==> src/pdm_pkg.sv <==
// Shared constants and types for the power-down mode control block.
// Assumes a single 50 MHz system clock and a synchronous, active-high reset.
`default_nettype none

package pdm_pkg;

    // ************************************************************
    // Register map
    // ************************************************************
    // Byte address of the standby configuration register.
    localparam logic [27:0] PDM_STBY_CFG_ADDR   = 28'h5FFFFBC;
    // Value of the standby configuration register after reset.
    localparam logic [7:0]  PDM_STBY_CFG_RESET  = 8'h1F;
    // Field positions inside the standby configuration register.
    localparam int          PDM_STANDBY_SEL_BIT = 7;
    localparam int          PDM_PORT_FLOAT_BIT  = 6;
    localparam int          PDM_ZERO_BIT        = 5;
    // Bits 4..0 always read as ones.
    localparam logic [4:0]  PDM_ONES_FIELD      = 5'h1F;
    // Reset values of the two writable fields.
    localparam logic        PDM_STANDBY_SEL_RST = 1'b0;
    localparam logic        PDM_PORT_FLOAT_RST  = 1'b0;

    // ************************************************************
    // Clock settling
    // ************************************************************
    // Watchdog overflow interval at select code 0, in system clock cycles.
    // Each higher select code doubles it.
    localparam int          PDM_SETTLE_BASE_CYC = 256;
    // Width of the settle counter, enough for the base shifted by seven.
    localparam int          PDM_SETTLE_CNT_W    = 16;

    // ************************************************************
    // Power states
    // ************************************************************
    typedef enum logic [1:0] {
        PDM_RUN     = 2'b00,
        PDM_SLEEP   = 2'b01,
        PDM_STANDBY = 2'b10,
        PDM_SETTLE  = 2'b11
    } pdm_state_t;

endpackage : pdm_pkg

`default_nettype wire

==> src/pdm_settle_if.sv <==
// Interface between the power-state controller and the settle timer.
// Assumes both ends run on the same system clock.
`default_nettype none

interface pdm_settle_if;
    logic       start;       // One-cycle request to begin a settle interval.
    logic [2:0] interval;    // Interval select, held steady while counting.
    logic       busy;        // High while the timer counts.
    logic       done;        // One-cycle pulse at overflow.

    modport ctrl  (output start, output interval, input busy, input done);
    modport timer (input start, input interval, output busy, output done);
endinterface : pdm_settle_if

`default_nettype wire

==> src/pdm_power_ctrl.sv <==
// Power-down mode controller: standby configuration register, entry into
// sleep and standby on the halt instruction, and the wake and reset paths.
// Assumes the core pulses halt_exec for one cycle when the halt instruction
// retires, and that the interrupt controller, watchdog and DMA controller
// sit on the same clock. The reset and NMI pins are asynchronous.
//
// Strobed register access was decided locally.
`default_nettype none

module pdm_power_ctrl
    import pdm_pkg::*;
#(
    // Settle interval at select code 0; shorten for simulation.
    parameter int SETTLE_BASE_CYC = PDM_SETTLE_BASE_CYC
) (
    input  wire logic        core_clk,
    input  wire logic        reset,
    // Register port.
    input  wire logic [27:0] reg_addr,
    input  wire logic [7:0]  reg_wdata,
    input  wire logic        reg_wr,
    input  wire logic        reg_rd,
    output logic      [7:0]  reg_rdata,
    // Processor core.
    input  wire logic        halt_exec,
    output logic             cpu_halt,
    // Watchdog unit.
    input  wire logic        watchdog_run_enable,
    input  wire logic [2:0]  settle_interval_select,
    output logic             watchdog_clock_only,
    // Interrupt controller.
    input  wire logic        irq_request,
    input  wire logic        irq_source_enable,
    input  wire logic [3:0]  irq_level,
    input  wire logic [3:0]  irq_cpu_mask,
    input  wire logic        nmi_edge_select,
    // DMA controller.
    input  wire logic        dma_addr_error,
    // Pins.
    input  wire logic        external_reset_n,
    input  wire logic        nmi_pin,
    // Clock, peripherals, ports and RAM.
    output logic             clock_stop,
    output logic             periph_halt,
    output logic             port_float,
    output logic             port_hold,
    output logic             ram_retain,
    // Wake and reset causes, one-cycle pulses.
    output logic             wake_irq,
    output logic             wake_dma_error,
    output logic             wake_nmi,
    output logic             power_on_reset,
    output logic             manual_reset,
    // Present power state.
    output logic      [1:0]  power_state
);

    // ************************************************************
    // Pin synchronisers
    // ************************************************************
    logic res_s1_q;   // First stage, read only by the second.
    logic res_s2_q;   // Synchronised reset pin level.
    logic res_s3_q;   // Previous synchronised level for edge detection.
    logic nmi_s1_q;   // First stage, read only by the second.
    logic nmi_s2_q;   // Synchronised NMI pin level.
    logic nmi_s3_q;   // Previous synchronised level for edge detection.

    // Two flops before any logic looks at a pin; a third for edges.
    always_ff @(posedge core_clk) begin
        if (reset) begin
            res_s1_q <= 1'b1;
            res_s2_q <= 1'b1;
            res_s3_q <= 1'b1;
            nmi_s1_q <= 1'b0;
            nmi_s2_q <= 1'b0;
            nmi_s3_q <= 1'b0;
        end else begin
            res_s1_q <= external_reset_n;
            res_s2_q <= res_s1_q;
            res_s3_q <= res_s2_q;
            nmi_s1_q <= nmi_pin;
            nmi_s2_q <= nmi_s1_q;
            nmi_s3_q <= nmi_s2_q;
        end
    end

    logic res_fall;   // Reset pin has just gone low.
    logic nmi_edge;   // The selected NMI edge has just been seen.

    // edges on clock
    // Edges are taken from synchronised levels only.
    always_comb begin
        res_fall = res_s3_q & ~res_s2_q;
        if (nmi_edge_select) begin
            nmi_edge = ~nmi_s3_q & nmi_s2_q;
        end else begin
            nmi_edge = nmi_s3_q & ~nmi_s2_q;
        end
    end

    // ************************************************************
    // Standby configuration register
    // ************************************************************
    logic       standby_select_q;     // Halt enters standby when set.
    logic       standby_select_d;
    logic       port_float_select_q;  // Ports float in standby when set.
    logic       port_float_select_d;
    logic [7:0] rdata_q;              // Read data, valid one cycle only.
    logic [7:0] rdata_d;
    logic       hit;                  // Address matches the register.

    // Write and read decode; unmapped reads return zero.
    always_comb begin
        hit                 = (reg_addr == PDM_STBY_CFG_ADDR);
        standby_select_d    = standby_select_q;
        port_float_select_d = port_float_select_q;
        rdata_d             = 8'h00;
        if (reg_wr && hit) begin
            // gated standby select
            // Clearing is always allowed; setting needs the watchdog stopped.
            if (!reg_wdata[PDM_STANDBY_SEL_BIT]) begin
                standby_select_d = 1'b0;
            end else if (!watchdog_run_enable) begin
                standby_select_d = 1'b1;
            end
            // gated port float
            // Same gate for the port float select.
            if (!reg_wdata[PDM_PORT_FLOAT_BIT]) begin
                port_float_select_d = 1'b0;
            end else if (!watchdog_run_enable) begin
                port_float_select_d = 1'b1;
            end
        end
        if (reg_rd && hit) begin
            // fixed reserved bits
            // Bit 5 is a constant zero and bits 4..0 constant ones.
            rdata_d                      = {2'b00, 1'b0, PDM_ONES_FIELD};
            rdata_d[PDM_STANDBY_SEL_BIT] = standby_select_q;
            rdata_d[PDM_PORT_FLOAT_BIT]  = port_float_select_q;
        end
    end

    // register reset value
    // The register keeps its value through sleep and standby; only reset or a write clears it.
    always_ff @(posedge core_clk) begin
        if (reset) begin
            standby_select_q    <= PDM_STANDBY_SEL_RST;
            port_float_select_q <= PDM_PORT_FLOAT_RST;
            rdata_q             <= 8'h00;
        end else begin
            standby_select_q    <= standby_select_d;
            port_float_select_q <= port_float_select_d;
            rdata_q             <= rdata_d;
        end
    end

    // ************************************************************
    // Settle timer
    // ************************************************************
    pdm_settle_if settle ();

    logic       settle_start_q;   // One-cycle start to the timer.
    logic       settle_start_d;
    logic [2:0] settle_sel_q;     // Select code latched at standby entry.
    logic [2:0] settle_sel_d;

    assign settle.start    = settle_start_q;
    assign settle.interval = settle_sel_q;

    pdm_settle_timer #(
        .SETTLE_BASE_CYC (SETTLE_BASE_CYC)
    ) u_settle (
        .core_clk (core_clk),
        .reset    (reset),
        .tmr      (settle)
    );

    // ************************************************************
    // Power state machine
    // ************************************************************
    pdm_state_t state_q;          // Present power state.
    pdm_state_t state_d;
    logic       irq_accept;       // Interrupt the core would take now.
    logic       wake_irq_q;
    logic       wake_irq_d;
    logic       wake_dma_q;
    logic       wake_dma_d;
    logic       wake_nmi_q;
    logic       wake_nmi_d;
    logic       por_q;
    logic       por_d;
    logic       mrst_q;
    logic       mrst_d;
    logic       cpu_halt_q;
    logic       cpu_halt_d;
    logic       clk_stop_q;
    logic       clk_stop_d;
    logic       wdt_only_q;
    logic       wdt_only_d;
    logic       float_q;
    logic       float_d;
    logic       hold_q;
    logic       hold_d;
    logic       ram_ret_q;
    logic       ram_ret_d;

    // Next state, causes and the outputs that follow from the next state.
    always_comb begin
        state_d        = state_q;
        wake_irq_d     = 1'b0;
        wake_dma_d     = 1'b0;
        wake_nmi_d     = 1'b0;
        por_d          = 1'b0;
        mrst_d         = 1'b0;
        settle_start_d = 1'b0;
        settle_sel_d   = settle_sel_q;
        irq_accept = irq_request & irq_source_enable & (irq_level > irq_cpu_mask);
        if (res_fall) begin
            // reset wins
            // A reset edge overrides every other cause in the same cycle.
            state_d = PDM_RUN;
            if (nmi_s2_q) begin
                por_d = 1'b1;
            end else begin
                mrst_d = 1'b1;
            end
        end else begin
            case (state_q)
                PDM_RUN: begin
                    if (halt_exec) begin
                        // enter standby
                        // The select code is captured now, as the watchdog set it.
                        if (standby_select_q) begin
                            state_d      = PDM_STANDBY;
                            settle_sel_d = settle_interval_select;
                        end else begin
                            state_d = PDM_SLEEP;
                        end
                    end
                end
                PDM_SLEEP: begin
                    if (nmi_edge) begin
                        state_d    = PDM_RUN;
                        wake_nmi_d = 1'b1;
                    end else if (dma_addr_error) begin
                        state_d    = PDM_RUN;
                        wake_dma_d = 1'b1;
                    end else if (irq_accept) begin
                        state_d    = PDM_RUN;
                        wake_irq_d = 1'b1;
                    end
                end
                PDM_STANDBY: begin
                    // NMI only
                    // Ordinary interrupts and DMA errors are ignored here.
                    if (nmi_edge) begin
                        state_d        = PDM_SETTLE;
                        settle_start_d = 1'b1;
                    end
                end
                PDM_SETTLE: begin
                    // wait for overflow
                    // The chip clock comes back when the count overflows, or earlier on a reset edge.
                    if (settle.done) begin
                        state_d    = PDM_RUN;
                        wake_nmi_d = 1'b1;
                    end
                end
                default: begin
                    state_d = PDM_RUN;
                end
            endcase
        end
        // only core halts
        // Sleep leaves the peripheral clock running; the core stops next cycle.
        cpu_halt_d = (state_d != PDM_RUN);
        clk_stop_d = (state_d == PDM_STANDBY) || (state_d == PDM_SETTLE);
        wdt_only_d = (state_d == PDM_SETTLE);
        float_d = clk_stop_d & port_float_select_q;
        hold_d  = clk_stop_d & ~port_float_select_q;
        // retain RAM
        // Retention blocks RAM writes from the stopped core side.
        ram_ret_d = cpu_halt_d;
    end

    // Registers only.
    always_ff @(posedge core_clk) begin
        if (reset) begin
            state_q        <= PDM_RUN;
            wake_irq_q     <= 1'b0;
            wake_dma_q     <= 1'b0;
            wake_nmi_q     <= 1'b0;
            por_q          <= 1'b0;
            mrst_q         <= 1'b0;
            settle_start_q <= 1'b0;
            settle_sel_q   <= 3'h0;
            cpu_halt_q     <= 1'b0;
            clk_stop_q     <= 1'b0;
            wdt_only_q     <= 1'b0;
            float_q        <= 1'b0;
            hold_q         <= 1'b0;
            ram_ret_q      <= 1'b0;
        end else begin
            state_q        <= state_d;
            wake_irq_q     <= wake_irq_d;
            wake_dma_q     <= wake_dma_d;
            wake_nmi_q     <= wake_nmi_d;
            por_q          <= por_d;
            mrst_q         <= mrst_d;
            settle_start_q <= settle_start_d;
            settle_sel_q   <= settle_sel_d;
            cpu_halt_q     <= cpu_halt_d;
            clk_stop_q     <= clk_stop_d;
            wdt_only_q     <= wdt_only_d;
            float_q        <= float_d;
            hold_q         <= hold_d;
            ram_ret_q      <= ram_ret_d;
        end
    end

    // ************************************************************
    // Outputs, all straight from flops
    // ************************************************************
    assign reg_rdata           = rdata_q;
    assign cpu_halt            = cpu_halt_q;
    assign watchdog_clock_only = wdt_only_q;
    assign clock_stop          = clk_stop_q;
    assign periph_halt         = clk_stop_q;
    assign port_float          = float_q;
    assign port_hold           = hold_q;
    assign ram_retain          = ram_ret_q;
    assign wake_irq            = wake_irq_q;
    assign wake_dma_error      = wake_dma_q;
    assign wake_nmi            = wake_nmi_q;
    assign power_on_reset      = por_q;
    assign manual_reset        = mrst_q;
    assign power_state         = state_q;

endmodule : pdm_power_ctrl

`default_nettype wire

==> src/pdm_settle_timer.sv <==
// Settle timer: stands in for the watchdog count that runs alone while
// the oscillator recovers after a standby wake.
// Assumes start arrives from logic on the same clock.
`default_nettype none

module pdm_settle_timer
    import pdm_pkg::*;
#(
    parameter int SETTLE_BASE_CYC = PDM_SETTLE_BASE_CYC
) (
    input  wire logic   core_clk,
    input  wire logic   reset,
    pdm_settle_if.timer tmr
);

    // ************************************************************
    // Counter state
    // ************************************************************
    logic [PDM_SETTLE_CNT_W-1:0] cnt_q;   // Cycles left in the interval.
    logic [PDM_SETTLE_CNT_W-1:0] cnt_d;
    logic                        busy_q;  // Counting.
    logic                        busy_d;
    logic                        done_q;  // Overflow pulse.
    logic                        done_d;

    // Next-state logic: load base shifted by the select code, count down.
    always_comb begin
        cnt_d  = cnt_q;
        busy_d = busy_q;
        done_d = 1'b0;
        if (tmr.start) begin
            // Load one less than the interval so that done lands exactly on it.
            cnt_d  = PDM_SETTLE_CNT_W'((SETTLE_BASE_CYC << tmr.interval) - 1);
            busy_d = 1'b1;
        end else if (busy_q) begin
            if (cnt_q == '0) begin
                busy_d = 1'b0;
                done_d = 1'b1;
            end else begin
                cnt_d = cnt_q - 1'b1;
            end
        end
    end

    // Registers only.
    always_ff @(posedge core_clk) begin
        if (reset) begin
            cnt_q  <= '0;
            busy_q <= 1'b0;
            done_q <= 1'b0;
        end else begin
            cnt_q  <= cnt_d;
            busy_q <= busy_d;
            done_q <= done_d;
        end
    end

    assign tmr.busy = busy_q;
    assign tmr.done = done_q;

endmodule : pdm_settle_timer

`default_nettype wire
==> config.mk <==
export PLATFORM = sky130hd
export DESIGN_NAME = pdm_power_ctrl
export DESIGN_NICKNAME = d
export VERILOG_FILES = /design/src/pdm_pkg.sv /design/src/pdm_settle_if.sv /design/src/pdm_power_ctrl.sv /design/src/pdm_settle_timer.sv
export SDC_FILE = /design/constraint.sdc
export NUM_CORES = 1
export LEC_CHECK = 0
export BUFFER_PORTS_ARGS = -buffer_cell sky130_fd_sc_hd__buf_2
export CAP_MARGIN = 20
export CORE_UTILIZATION = 49
export CTS_CLUSTER_DIAMETER = 150
export DETAILED_ROUTE_END_ITERATION = 10
export MAX_ROUTING_LAYER = met4
export PLACE_DENSITY = 0.8
export SYNTH_ARGS = -nofsm -noshare
export SYNTH_HDL_FRONTEND = slang
export SYNTH_SLANG_ARGS = --single-unit
==> constraint.sdc <==
create_clock -name core_clk -period 2.4 [get_ports core_clk]
set_clock_uncertainty 0.1 [all_clocks]
set_input_delay 0.12 -clock core_clk [delete_from_list [all_inputs] [get_ports core_clk]]
set_output_delay 0.12 -clock core_clk [all_outputs]
set_load 0.01 [all_outputs]
==> metrics.txt, run 1 <==
commonest non-fill, non-tap cell in the layout buf_2; slew margin rel. 63.58%; worst path arrival time roughly 2100 ps; reg2reg path depth 7; multi-input logic area 1126 um^2; ANT cells 0; Mapped Cells 243; Net Switching approximately 0.32 mW; RSZ-0062 raised after global routing no; share of cells above drive strength 1 28.53%; syn_nets 308; Max Fclk 504.3 MHz; initial drt markers 70; Req. time, crit path 2510 ps; WHS 14.69 ps; total CTS buffers 5; largest net degree at the start of global routing 32; Total Power ~1.4 mW; Worst R2R Setup Slack 420 ps; Core Area 4115 um^2; M1 WL between 2000 and 2500 um; crit path kind reg -> reg; main combinational cell family by area after synthesis simple AND/OR/NAND/NOR gates; register area share after synthesis between 40% and 50%; cell area after synthesis around 2200 um^2; sw frac a little under a quarter; ranking of synthesized cells by area dfxtp_1, a21oi_1, ha_1; Routed WL per cell between 10 and 15 um; die width about 69 um; final setup TNS 0 ps; Synth top area share between 40% and 50%; Synth Area in Simple Gates 28.37%; placed cell area 2522 um^2; die area 4708 um^2; Final setup viols 0; total gr overflow 0; Final period util 82.63%; met3 wire length 256 um; DR vias roughly 2000; Async SR Flop Fraction 0%; row count 23; status completed; cell family with most CP delay simple AND/OR/NAND/NOR gates; Post-Synth XOR/XNOR Area under 10%; Initial Util between 50 and 60%; total area of sequential cells 900.9 um^2; post-layout instance area approximately 2700 um^2; MaxCap Viol Count 0; height of the die 68.62 um; DRC 0; r2r startpoint u_settle.cnt_q[0]$_SDFFE_PP0P_; Worst IR Drop VDD 302.7 uV; CP Capture Type register; dominant synthesized flop cell dfxtp_1; EDFF count, synth 0; cell-internal power 1.056 mW; crit path cell chain inv_1 > ha_1 > nor3b_4 > nand4_1 > nor3_1 > a211oi_1 > a311oi_1; GPL Wtd Cong between 0.8 and 0.9; PortBufs 73; first-pass GRT wire length 7893 um; Avg Inst Size Synth 8.949 um^2; clk root buf clkbuf_8; LEAKAGE 1.233 nW; Flop pwr share between 50% and 60%; drt total wl 4611 um; Worst path max stage delay 330 ps; combinational power share under 10%; I/O pins roughly 80; Final Hold Fails 0; Worst-path clk slew 90 ps; Hold EP port_float_select_q$_SDFFE_PP0P_; Synth area leader dfxtp_1; hold depth 3; fin. max-slew vios 0; Vias per Instance 5.287; final layout net count ~380; Area growth syn-to-layout 24.74%; Post-Synth Adder-Cell Area about 3.5%; Hold WC Path Type in -> reg; Filler Cell Count 336; Post-Layout Cell Count 369; highest routed layer met4; Unique masters post-synth 44; CP startpoint kind register; length of routed met2 wiring 2241 um; Warnings, synthesis 0; # Post-CTS Setup Buffers 0; Yosys reg bits 45; Worst Path Buf+Inv 1; hpwl dp between 3000 and 4000 um; reg2reg end u_settle.cnt_q[12]$_SDFFE_PP0P_; Post-Place Cells between 300 and 400; Tmin final 1983 ps; PD cells 508.9 nW/um^2; Hold Startpoint watchdog_run_enable; critical path's slowest cell dfxtp_1; clk buf depth 2; Critical Path Fanout Max 6; vias in the first global route 1905; initial antenna violation count 0; H-tree depth 2; commonest non-fill, non-tap cells in the layout buf_2, dfxtp_1, nor2_1; number of routed nets with antenna violations 0; multiplexer area fraction after synthesis 1.381%; clock power share about 37%; worst-margin pin slew 546.3 ps; worst skew pair latency 310 ps; Sink Count 45; TritonCTS clock tree done; GRT Total Usage 23.08%; Synth Area in Compound Gates 12.77%; drt pass-1 iters 4
through the flow:
stage | utilization [%] | worst slack (ps)
after floorplan | - | 667.6
after global placement | 61.30 | 533.4
after detailed placement | 61.30 | 508.5
after CTS | 65.92 | 412.9
after global routing | 65.92 | 215.0
final | 65.92 | 416.9
how the worst max path moves through the flow:
stage,startpoint,endpoint,slack (ps),cells past startpoint
after global placement,u_settle.cnt_q[0]$_SDFFE_PP0P_,u_settle.cnt_q[14]$_SDFFE_PP0P_,530,6
after global routing,u_settle.cnt_q[1]$_SDFFE_PP0P_,u_settle.cnt_q[12]$_SDFFE_PP0P_,210,7
after floorplan,settle.interval[0]$_SDFFE_PP0P_,u_settle.cnt_q[14]$_SDFFE_PP0P_,670,7
final,u_settle.cnt_q[0]$_SDFFE_PP0P_,u_settle.cnt_q[12]$_SDFFE_PP0P_,420,7
after detailed placement,u_settle.cnt_q[0]$_SDFFE_PP0P_,u_settle.cnt_q[12]$_SDFFE_PP0P_,510,7
after CTS,u_settle.cnt_q[0]$_SDFFE_PP0P_,u_settle.cnt_q[12]$_SDFFE_PP0P_,410,7
synthesized netlist by cell type, drive strengths merged, types with 2 or more instances:
cell,count
or4,2
buf,8
a311oi,2
a211oi,3
ha,6
nor3,10
a21o,4
nand4,7
nand3,9
o311ai,3
or2,3
clkbuf,6
or3,3
mux2i,3
nand4b,4
nor2,20
and2,4
nor3b,8
o31ai,2
nor2b,6
nand2b,4
nand2,13
a221oi,4
xnor2,6
o21ai,2
a21oi,15
nor4,6
inv,18
xor2,8
dfxtp,45
power by group through the flow:
stage	sequential (mW)	combinational, mW	clock, mW
2_1_floorplan	0.777	0.0473	0
6_report	0.760	0.112	0.509
3_5_place_dp	0.778	0.0984	0
4_1_cts	0.760	0.110	0.518
3_3_place_gp	0.778	0.0959	0
5_1_grt	0.762	0.125	0.547
kinds of logic (layout without fill, tap and decap cells):
logic type | after synthesis | after routing
buffers and inverters | 32 | 108
flip-flops | 45 | 45
AO/OA/AOI/OAI | 40 | 40
AND/OR/NAND/NOR | 102 | 102
XOR/XNOR | 14 | 14
other | 1 | 1
multiplexers | 3 | 3
adder cells (fa/ha/maj) | 6 | 6
area by class of cell:
| class | count | area share, % |
|---|---|---|
| clock inverter | 2 | 0.6458 |
| inverter | 18 | 2.491 |
| tap | 50 | 2.306 |
| multi-input combinational | 166 | 41.51 |
| clock buffer | 6 | 3.044 |
| sequential | 45 | 33.21 |
| timing repair buffer | 82 | 16.79 |
registers in the layout, summed over array words and instances, names as in the netlist, 2 cells and up:
name	cells
power_state	2
reg_rdata	3
settle.interval	3
u_settle.cnt_q	16
routing by layer:
layer	up-vias	track usage (%)
met5	-	-
met1	883	24.60
met3	10	6.250
li1	1002	-
met4	0	11.20
met2	56	39.34
worst min-delay path, stage by stage:
cell	delay, ps
buf_2	80
or3_1	110
a221oi_1	70
timing repair:
item,CTS,global route
hold buffers,9,0
resized for setup,0,0
endpoints found under the hold margin,10,0
Power figures use the tool's default switching activity.
==> inputs of run 2 (changes only) <==
--- a/config.mk
+++ b/config.mk
@@ -5,13 +5,14 @@
 export SDC_FILE = /design/constraint.sdc
 export NUM_CORES = 1
 export LEC_CHECK = 0
+export ABC_AREA = 1
 export BUFFER_PORTS_ARGS = -buffer_cell sky130_fd_sc_hd__buf_2
 export CAP_MARGIN = 20
-export CORE_UTILIZATION = 49
+export CORE_UTILIZATION = 45
 export CTS_CLUSTER_DIAMETER = 150
 export DETAILED_ROUTE_END_ITERATION = 10
 export MAX_ROUTING_LAYER = met4
-export PLACE_DENSITY = 0.8
+export PLACE_DENSITY = 0.76
 export SYNTH_ARGS = -nofsm -noshare
 export SYNTH_HDL_FRONTEND = slang
 export SYNTH_SLANG_ARGS = --single-unit
==> constraint.sdc (replaced) <==
create_clock -name core_clk -period 1.6 [get_ports core_clk]
set_clock_uncertainty 0.1 [all_clocks]
set_input_delay 0.08 -clock core_clk [delete_from_list [all_inputs] [get_ports core_clk]]
set_output_delay 0.08 -clock core_clk [all_outputs]
set_load 0.01 [all_outputs]
==> run 2 against run 1 <==
Compared with the run above:
- power grew 59%
- highest routed layer unchanged
- design area rose by 17%
- critical endpoint is now u_settle.cnt_q[15]$_SDFFE_PP0P_
- register-to-register slack worse by 340 ps
- sequential cell count unchanged
- area after synthesis up 7.4%
==> metrics.txt, run 2 <==
status completed; worst path arrival time 1680 ps; Post-Layout Cell Count 519; share of cells above drive strength 1 a little under a third; PortBufs 73; Worst path max stage delay around 370 ps; Top reg by flops u_settle.cnt_q; fin. max-slew vios 0; Tmin final 1526 ps; height of the die 74.05 um; initial drt markers 150; register area share after synthesis 38.56%; total area of sequential cells 909.6 um^2; Initial Util 48.18%; EDFF count, synth 0; dominant synthesized flop cell dfxtp_1; Core Area 4848 um^2; GRT Total Usage roughly 22%; CP Capture Type register; GPL Wtd Cong 0.9086; DRC 0; Commonest cells post-synth nand2_1, nor2_1, dfxtp_1, inv_1, nand3_1; Routed WL per cell about 11 um; Final period util 95.38%; Worst R2R Setup Slack 70 ps; worst skew pair latency ~300 ps; Yosys reg bits 45; commonest non-fill, non-tap cells in the layout nand2_1, buf_2, nor2_1; ANT cells 0; drt total wl between 5000 and 6000 um; initial antenna violation count 0; number of flip-flops under the largest register name 16; final layout net count about 520; DR vias between 2000 and 3000; die width 74.05 um; Final setup viols 0; row count 25; Synth area leader dfxtp_1; H-tree depth 2; Filler Cell Count 437; Worst IR Drop VDD about 370 uV; syn_nets about 410; total gr overflow 0; clk buf depth 2; Warnings, synthesis 0; top-count cell post-synth nand2_1; Synth top area share 38.56%; multi-input logic area 1247 um^2; cell area after synthesis 2336 um^2; Setup WS pre-CTS -21.05 ps; clk root buf clkbuf_8; Req. time, crit path 1750 ps; die area 5483 um^2; Vias per Instance roughly 4.8; TritonCTS clock tree done; LEAKAGE approximately 1.7 nW; Area growth syn-to-layout 35.83%; critical path's slowest cell dfxtp_1; total CTS buffers 5; Hold WC Path Type in -> reg; CP startpoint kind register; vias in the first global route 2199; drt pass-1 iters 4; first-pass GRT wire length around 9100 um; Max Fclk ~660 MHz; PD cells 691.7 nW/um^2; Unique masters post-synth 29; Async SR Flop Fraction 0%; commonest non-fill, non-tap cell in the layout nand2_1; Final Hold Fails 0; MaxCap Viol Count 0; Avg Inst Size Synth 6.693 um^2; number of routed nets with antenna violations 0; Critical Path Fanout Max 13; Post-Place Cells 500; largest net degree at the start of global routing 16; Mapped Cells 349; critical path's most frequent cell nor2_2; final worst-path setup slack 73.94 ps; I/O pins 81; crit path cell chain nor2_2 > nand2_1 > nor2_2 > nand2_2 > nand2_4 > nand2_8 > buf_4 > nand3_2 > nand2_1 > nor2_2; ranking of synthesized cells by area dfxtp_1, nand2_1, nor2_1; Worst-path clk slew around 90 ps; hpwl dp 4109 um; crit path kind reg -> reg; Sink Count 45
[run 2: cell types whose count changed after synthesis, sizes merged, moves of 5 or more]
cell and delta:
inv +27, nand2 +69, nand3 +20, nor2 +36
nor2b -6, nor3b -8, nor4 -5, o21ai +23
xor2 -6
[run 2: cells by family (layout without fill, tap and decap cells)]
group	count (synthesis)	count (layout)	synth area share [%]
adders and majority gates	6	6	3.214
other	1	1	0.1605
AOI/OAI and AO/OA	47	47	10.28
DFF	45	45	38.56
buffers and inverters	58	161	10.87
xor gates and xnor gates	4	4	1.500
and+or+nand+nor	188	188	35.40
[run 2: worst paths after layout]
| path | cells after the start | to | from |
|---|---|---|---|
| worst min-delay path | 5 | wake_irq$_SDFF_PP0_ | irq_source_enable |
| worst max register to register | 10 | u_settle.cnt_q[15]$_SDFFE_PP0P_ | u_settle.cnt_q[5]$_SDFFE_PP0P_ |
| worst min register to register | 1 | res_s2_q$_SDFF_PP1_ | res_s1_q$_SDFF_PP1_ |
| worst max-delay path | 10 | u_settle.cnt_q[15]$_SDFFE_PP0P_ | u_settle.cnt_q[5]$_SDFFE_PP0P_ |
[run 2: through the flow]
stage	hold slack, ps	cell area [um^2]	util (%)	setup TNS, ps	power, mW
final	15.63	3173	65.45	0	2.195
after global routing	25.37	3173	65.45	-119.8	2.309
after CTS	12.26	3092	63.77	0	2.211
after detailed placement	164.6	2878	59.35	-42.77	1.431
after global placement	163.3	2878	59.35	0	1.423
after floorplan	83.81	2336	-	0	1.325
[run 2: power by group]
part | total (mW) | switching (mW) | internal [mW]
clock | 0.766 | 0.407 | 0.359
combinational | 0.273 | 0.138 | 0.134
sequential | 1.16 | 0.0141 | 1.14
total | 2.19 | 0.560 | 1.64
[run 2: cell type report]
class	instances	area share (%)
multi-input cells	246	39.31
flip-flops and latches	45	28.67
repair buffers	107	20.54
inverters	46	5.678
well taps	67	2.642
clock buffers	6	2.603
clock inverters	2	0.5521
[run 2: worst max-delay path, delay by kind of cell (launching register included)]
kind,cells,cell delay (ps)
simple gates,9,830
flops,1,370
buf+inv,1,160
[run 2: layer usage]
layer	global-route usage (%)	up-vias	routed length [um]
li1	-	1309	-
met1	24.35	1104	2432
met2	39.49	81	2868
met3	4.743	8	305
met4	9.615	0	103
met5	-	-	0
[run 2: timing repair]
action                                  in CTS  in global routing
hold buffers                                11                  0
pin swaps                                    0                  5
setup buffers                                0                  0
gates resized for setup                      1                 29
endpoints found under the setup margin       3                 15
hold endpoints to repair                    16                  0
==> inputs of run 3 (changes only) <==
--- a/config.mk
+++ b/config.mk
@@ -5,14 +5,14 @@
 export SDC_FILE = /design/constraint.sdc
 export NUM_CORES = 1
 export LEC_CHECK = 0
-export ABC_AREA = 1
 export BUFFER_PORTS_ARGS = -buffer_cell sky130_fd_sc_hd__buf_2
 export CAP_MARGIN = 20
-export CORE_UTILIZATION = 45
+export CORE_UTILIZATION = 44
 export CTS_CLUSTER_DIAMETER = 150
 export DETAILED_ROUTE_END_ITERATION = 10
+export HOLD_SLACK_MARGIN = 0.12
 export MAX_ROUTING_LAYER = met4
-export PLACE_DENSITY = 0.76
+export PLACE_DENSITY = 0.75
 export SYNTH_ARGS = -nofsm -noshare
 export SYNTH_HDL_FRONTEND = slang
 export SYNTH_SLANG_ARGS = --single-unit
==> run 3 against run 2 <==
Compared with the run above:
- the run now ends with setup timing left
- sequential share of layout area down 1.9 points
- first-iteration DRC count decreased by 39%
- global-route usage down 0.26 points
- via count is 12% lower
- critical path depth shrank 2
- sequential power is essentially flat
- final cell count is 15% lower
- register-to-register slack lost 280 ps
- non-clock buffer count is 29 higher
- design area up 6.8%
- routed wire length shrank 4.0%
- critical endpoint is now u_settle.cnt_q[8]$_SDFFE_PP0P_
- largest cell class unchanged
==> metrics.txt, run 3 (same netlist as run 1, synthesis figures left out) <==
GRT Total Usage 22.22%; crit path kind reg -> reg; drt pass-1 iters 4; MaxCap Viol Count 0; Final period util 112.7%; commonest non-fill, non-tap cells in the layout buf_2, buf_4, dfxtp_1; largest net degree at the start of global routing 19; Setup WS pre-CTS -183.2 ps; Tmin final between 1500 and 2000 ps; ANT cells 0; worst skew pair latency ~300 ps; Total Power 2.244 mW; PD cells 662.2 nW/um^2; Critical Path Fanout Max 5; hpwl dp ~3700 um; placed cell area between 2000 and 3000 um^2; routing usage on met3 4.306%; height of the die 72.30 um; I/O pins 81; H-tree depth 2; Initial Util 45.74%; TritonCTS clock tree done; Req. time, crit path 1710 ps; initial drt markers 91; initial antenna violation count 0; die width 72.30 um; Most Crowded Layer GR met2; Routed WL per cell approximately 12 um; Worst IR Drop VDD 452.7 uV; drt total wl between 5000 and 6000 um; final worst-path setup slack -203.4 ps; fin. max-slew vios 0; RSZ-0062 raised after global routing yes; final setup TNS -1834 ps; Hold WC Path Type in -> reg; clk root buf clkbuf_8; met1 Track Usage GR between 20% and 30%; Max Fclk 554.5 MHz; number of routed nets with antenna violations 0; share of cells above drive strength 1 between 40% and 50%; Area growth syn-to-layout 55.87%; row count 25; Final setup viols 17; PortBufs 73; DR vias around 2200; LEAKAGE 1.529 nW; CP startpoint kind register; Util after Layout 71.29%; number of flip-flops under the largest register name 16; worst path arrival time 1910 ps; Top reg by flops u_settle.cnt_q; die area around 5200 um^2; vias in the first global route between 2000 and 2500; total gr overflow 0; Core Area 4755 um^2; commonest non-fill, non-tap cell in the layout buf_2; failing checks setup timing; final layout net count about 440; total CTS buffers 5; clk buf depth 2; status complete, but fails checks; CP Capture Type register; post-layout instance area 3390 um^2; first-pass GRT wire length ~8900 um; Sink Count 45; GPL Wtd Cong 0.8977; Final Hold Fails 0; Worst-path clk slew 90 ps; GR Util met2 36.55%; DRC 0; Vias per Instance 4.993
## run 3: layer usage
layer  wire (um)  vias to the layer above
met5           0                        -
li1            -                     1109
met3         214                       10
met4          79                        0
met2        2762                       61
met1        2426                     1017
## run 3: where the power goes
part | internal [mW] | switching [mW] | leakage, nW
Sequential | 1.13 | 0.00497 | 0.367
Combinational | 0.121 | 0.0852 | 1.10
Clock | 0.479 | 0.422 | 0.0603
## run 3: final cells by class
type / instances / area (um^2)
Timing Repair Buffer: 136 / 893.4
Clock buffer: 5 / 68.82
Clock inverter: 3 / 50.05
Tap cell: 67 / 83.83
Fill cell: 357 / 1365
Sequential cell: 45 / 908.4
Inverter: 18 / 67.56
Multi-Input combinational cell: 166 / 1318
## run 3: worst paths after layout
kind	cells after the start	from	slack, ps	to
min	5	reg_addr[1]	140	port_float_select_q$_SDFFE_PP0P_
min reg2reg	1	u_settle.tmr.done$_SDFF_PP0_	320	watchdog_clock_only$_SDFF_PP0_
max	8	u_settle.cnt_q[0]$_SDFFE_PP0P_	-200	u_settle.cnt_q[8]$_SDFFE_PP0P_
max reg2reg	8	u_settle.cnt_q[0]$_SDFFE_PP0P_	-200	u_settle.cnt_q[8]$_SDFFE_PP0P_
## run 3: through the flow
step,hold slack [ps],std cells
after CTS,147.4,436
after global placement,164.6,408
after global routing,175.6,440
final,143.9,440
after floorplan,58.63,243
after detailed placement,162.9,408
## run 3: critical path, stage by stage (launching register included)
cell	delay, ps
dfxtp_2	330
inv_2	70
ha_4	130
nor3b_4	250
buf_4	170
nand2_4	60
nor4b_4	250
xnor2_1	100
a221oi_1	250
## run 3: what timing repair did
action / 4_1_cts / 5_1_grt
hold buffers: 18 / 0
resized for setup: 12 / 24
pin swaps: 22 / 16
endpoints found under the setup margin: 20 / 25
buffers inserted: 2 / 5
endpoints found under the hold margin: 18 / 0
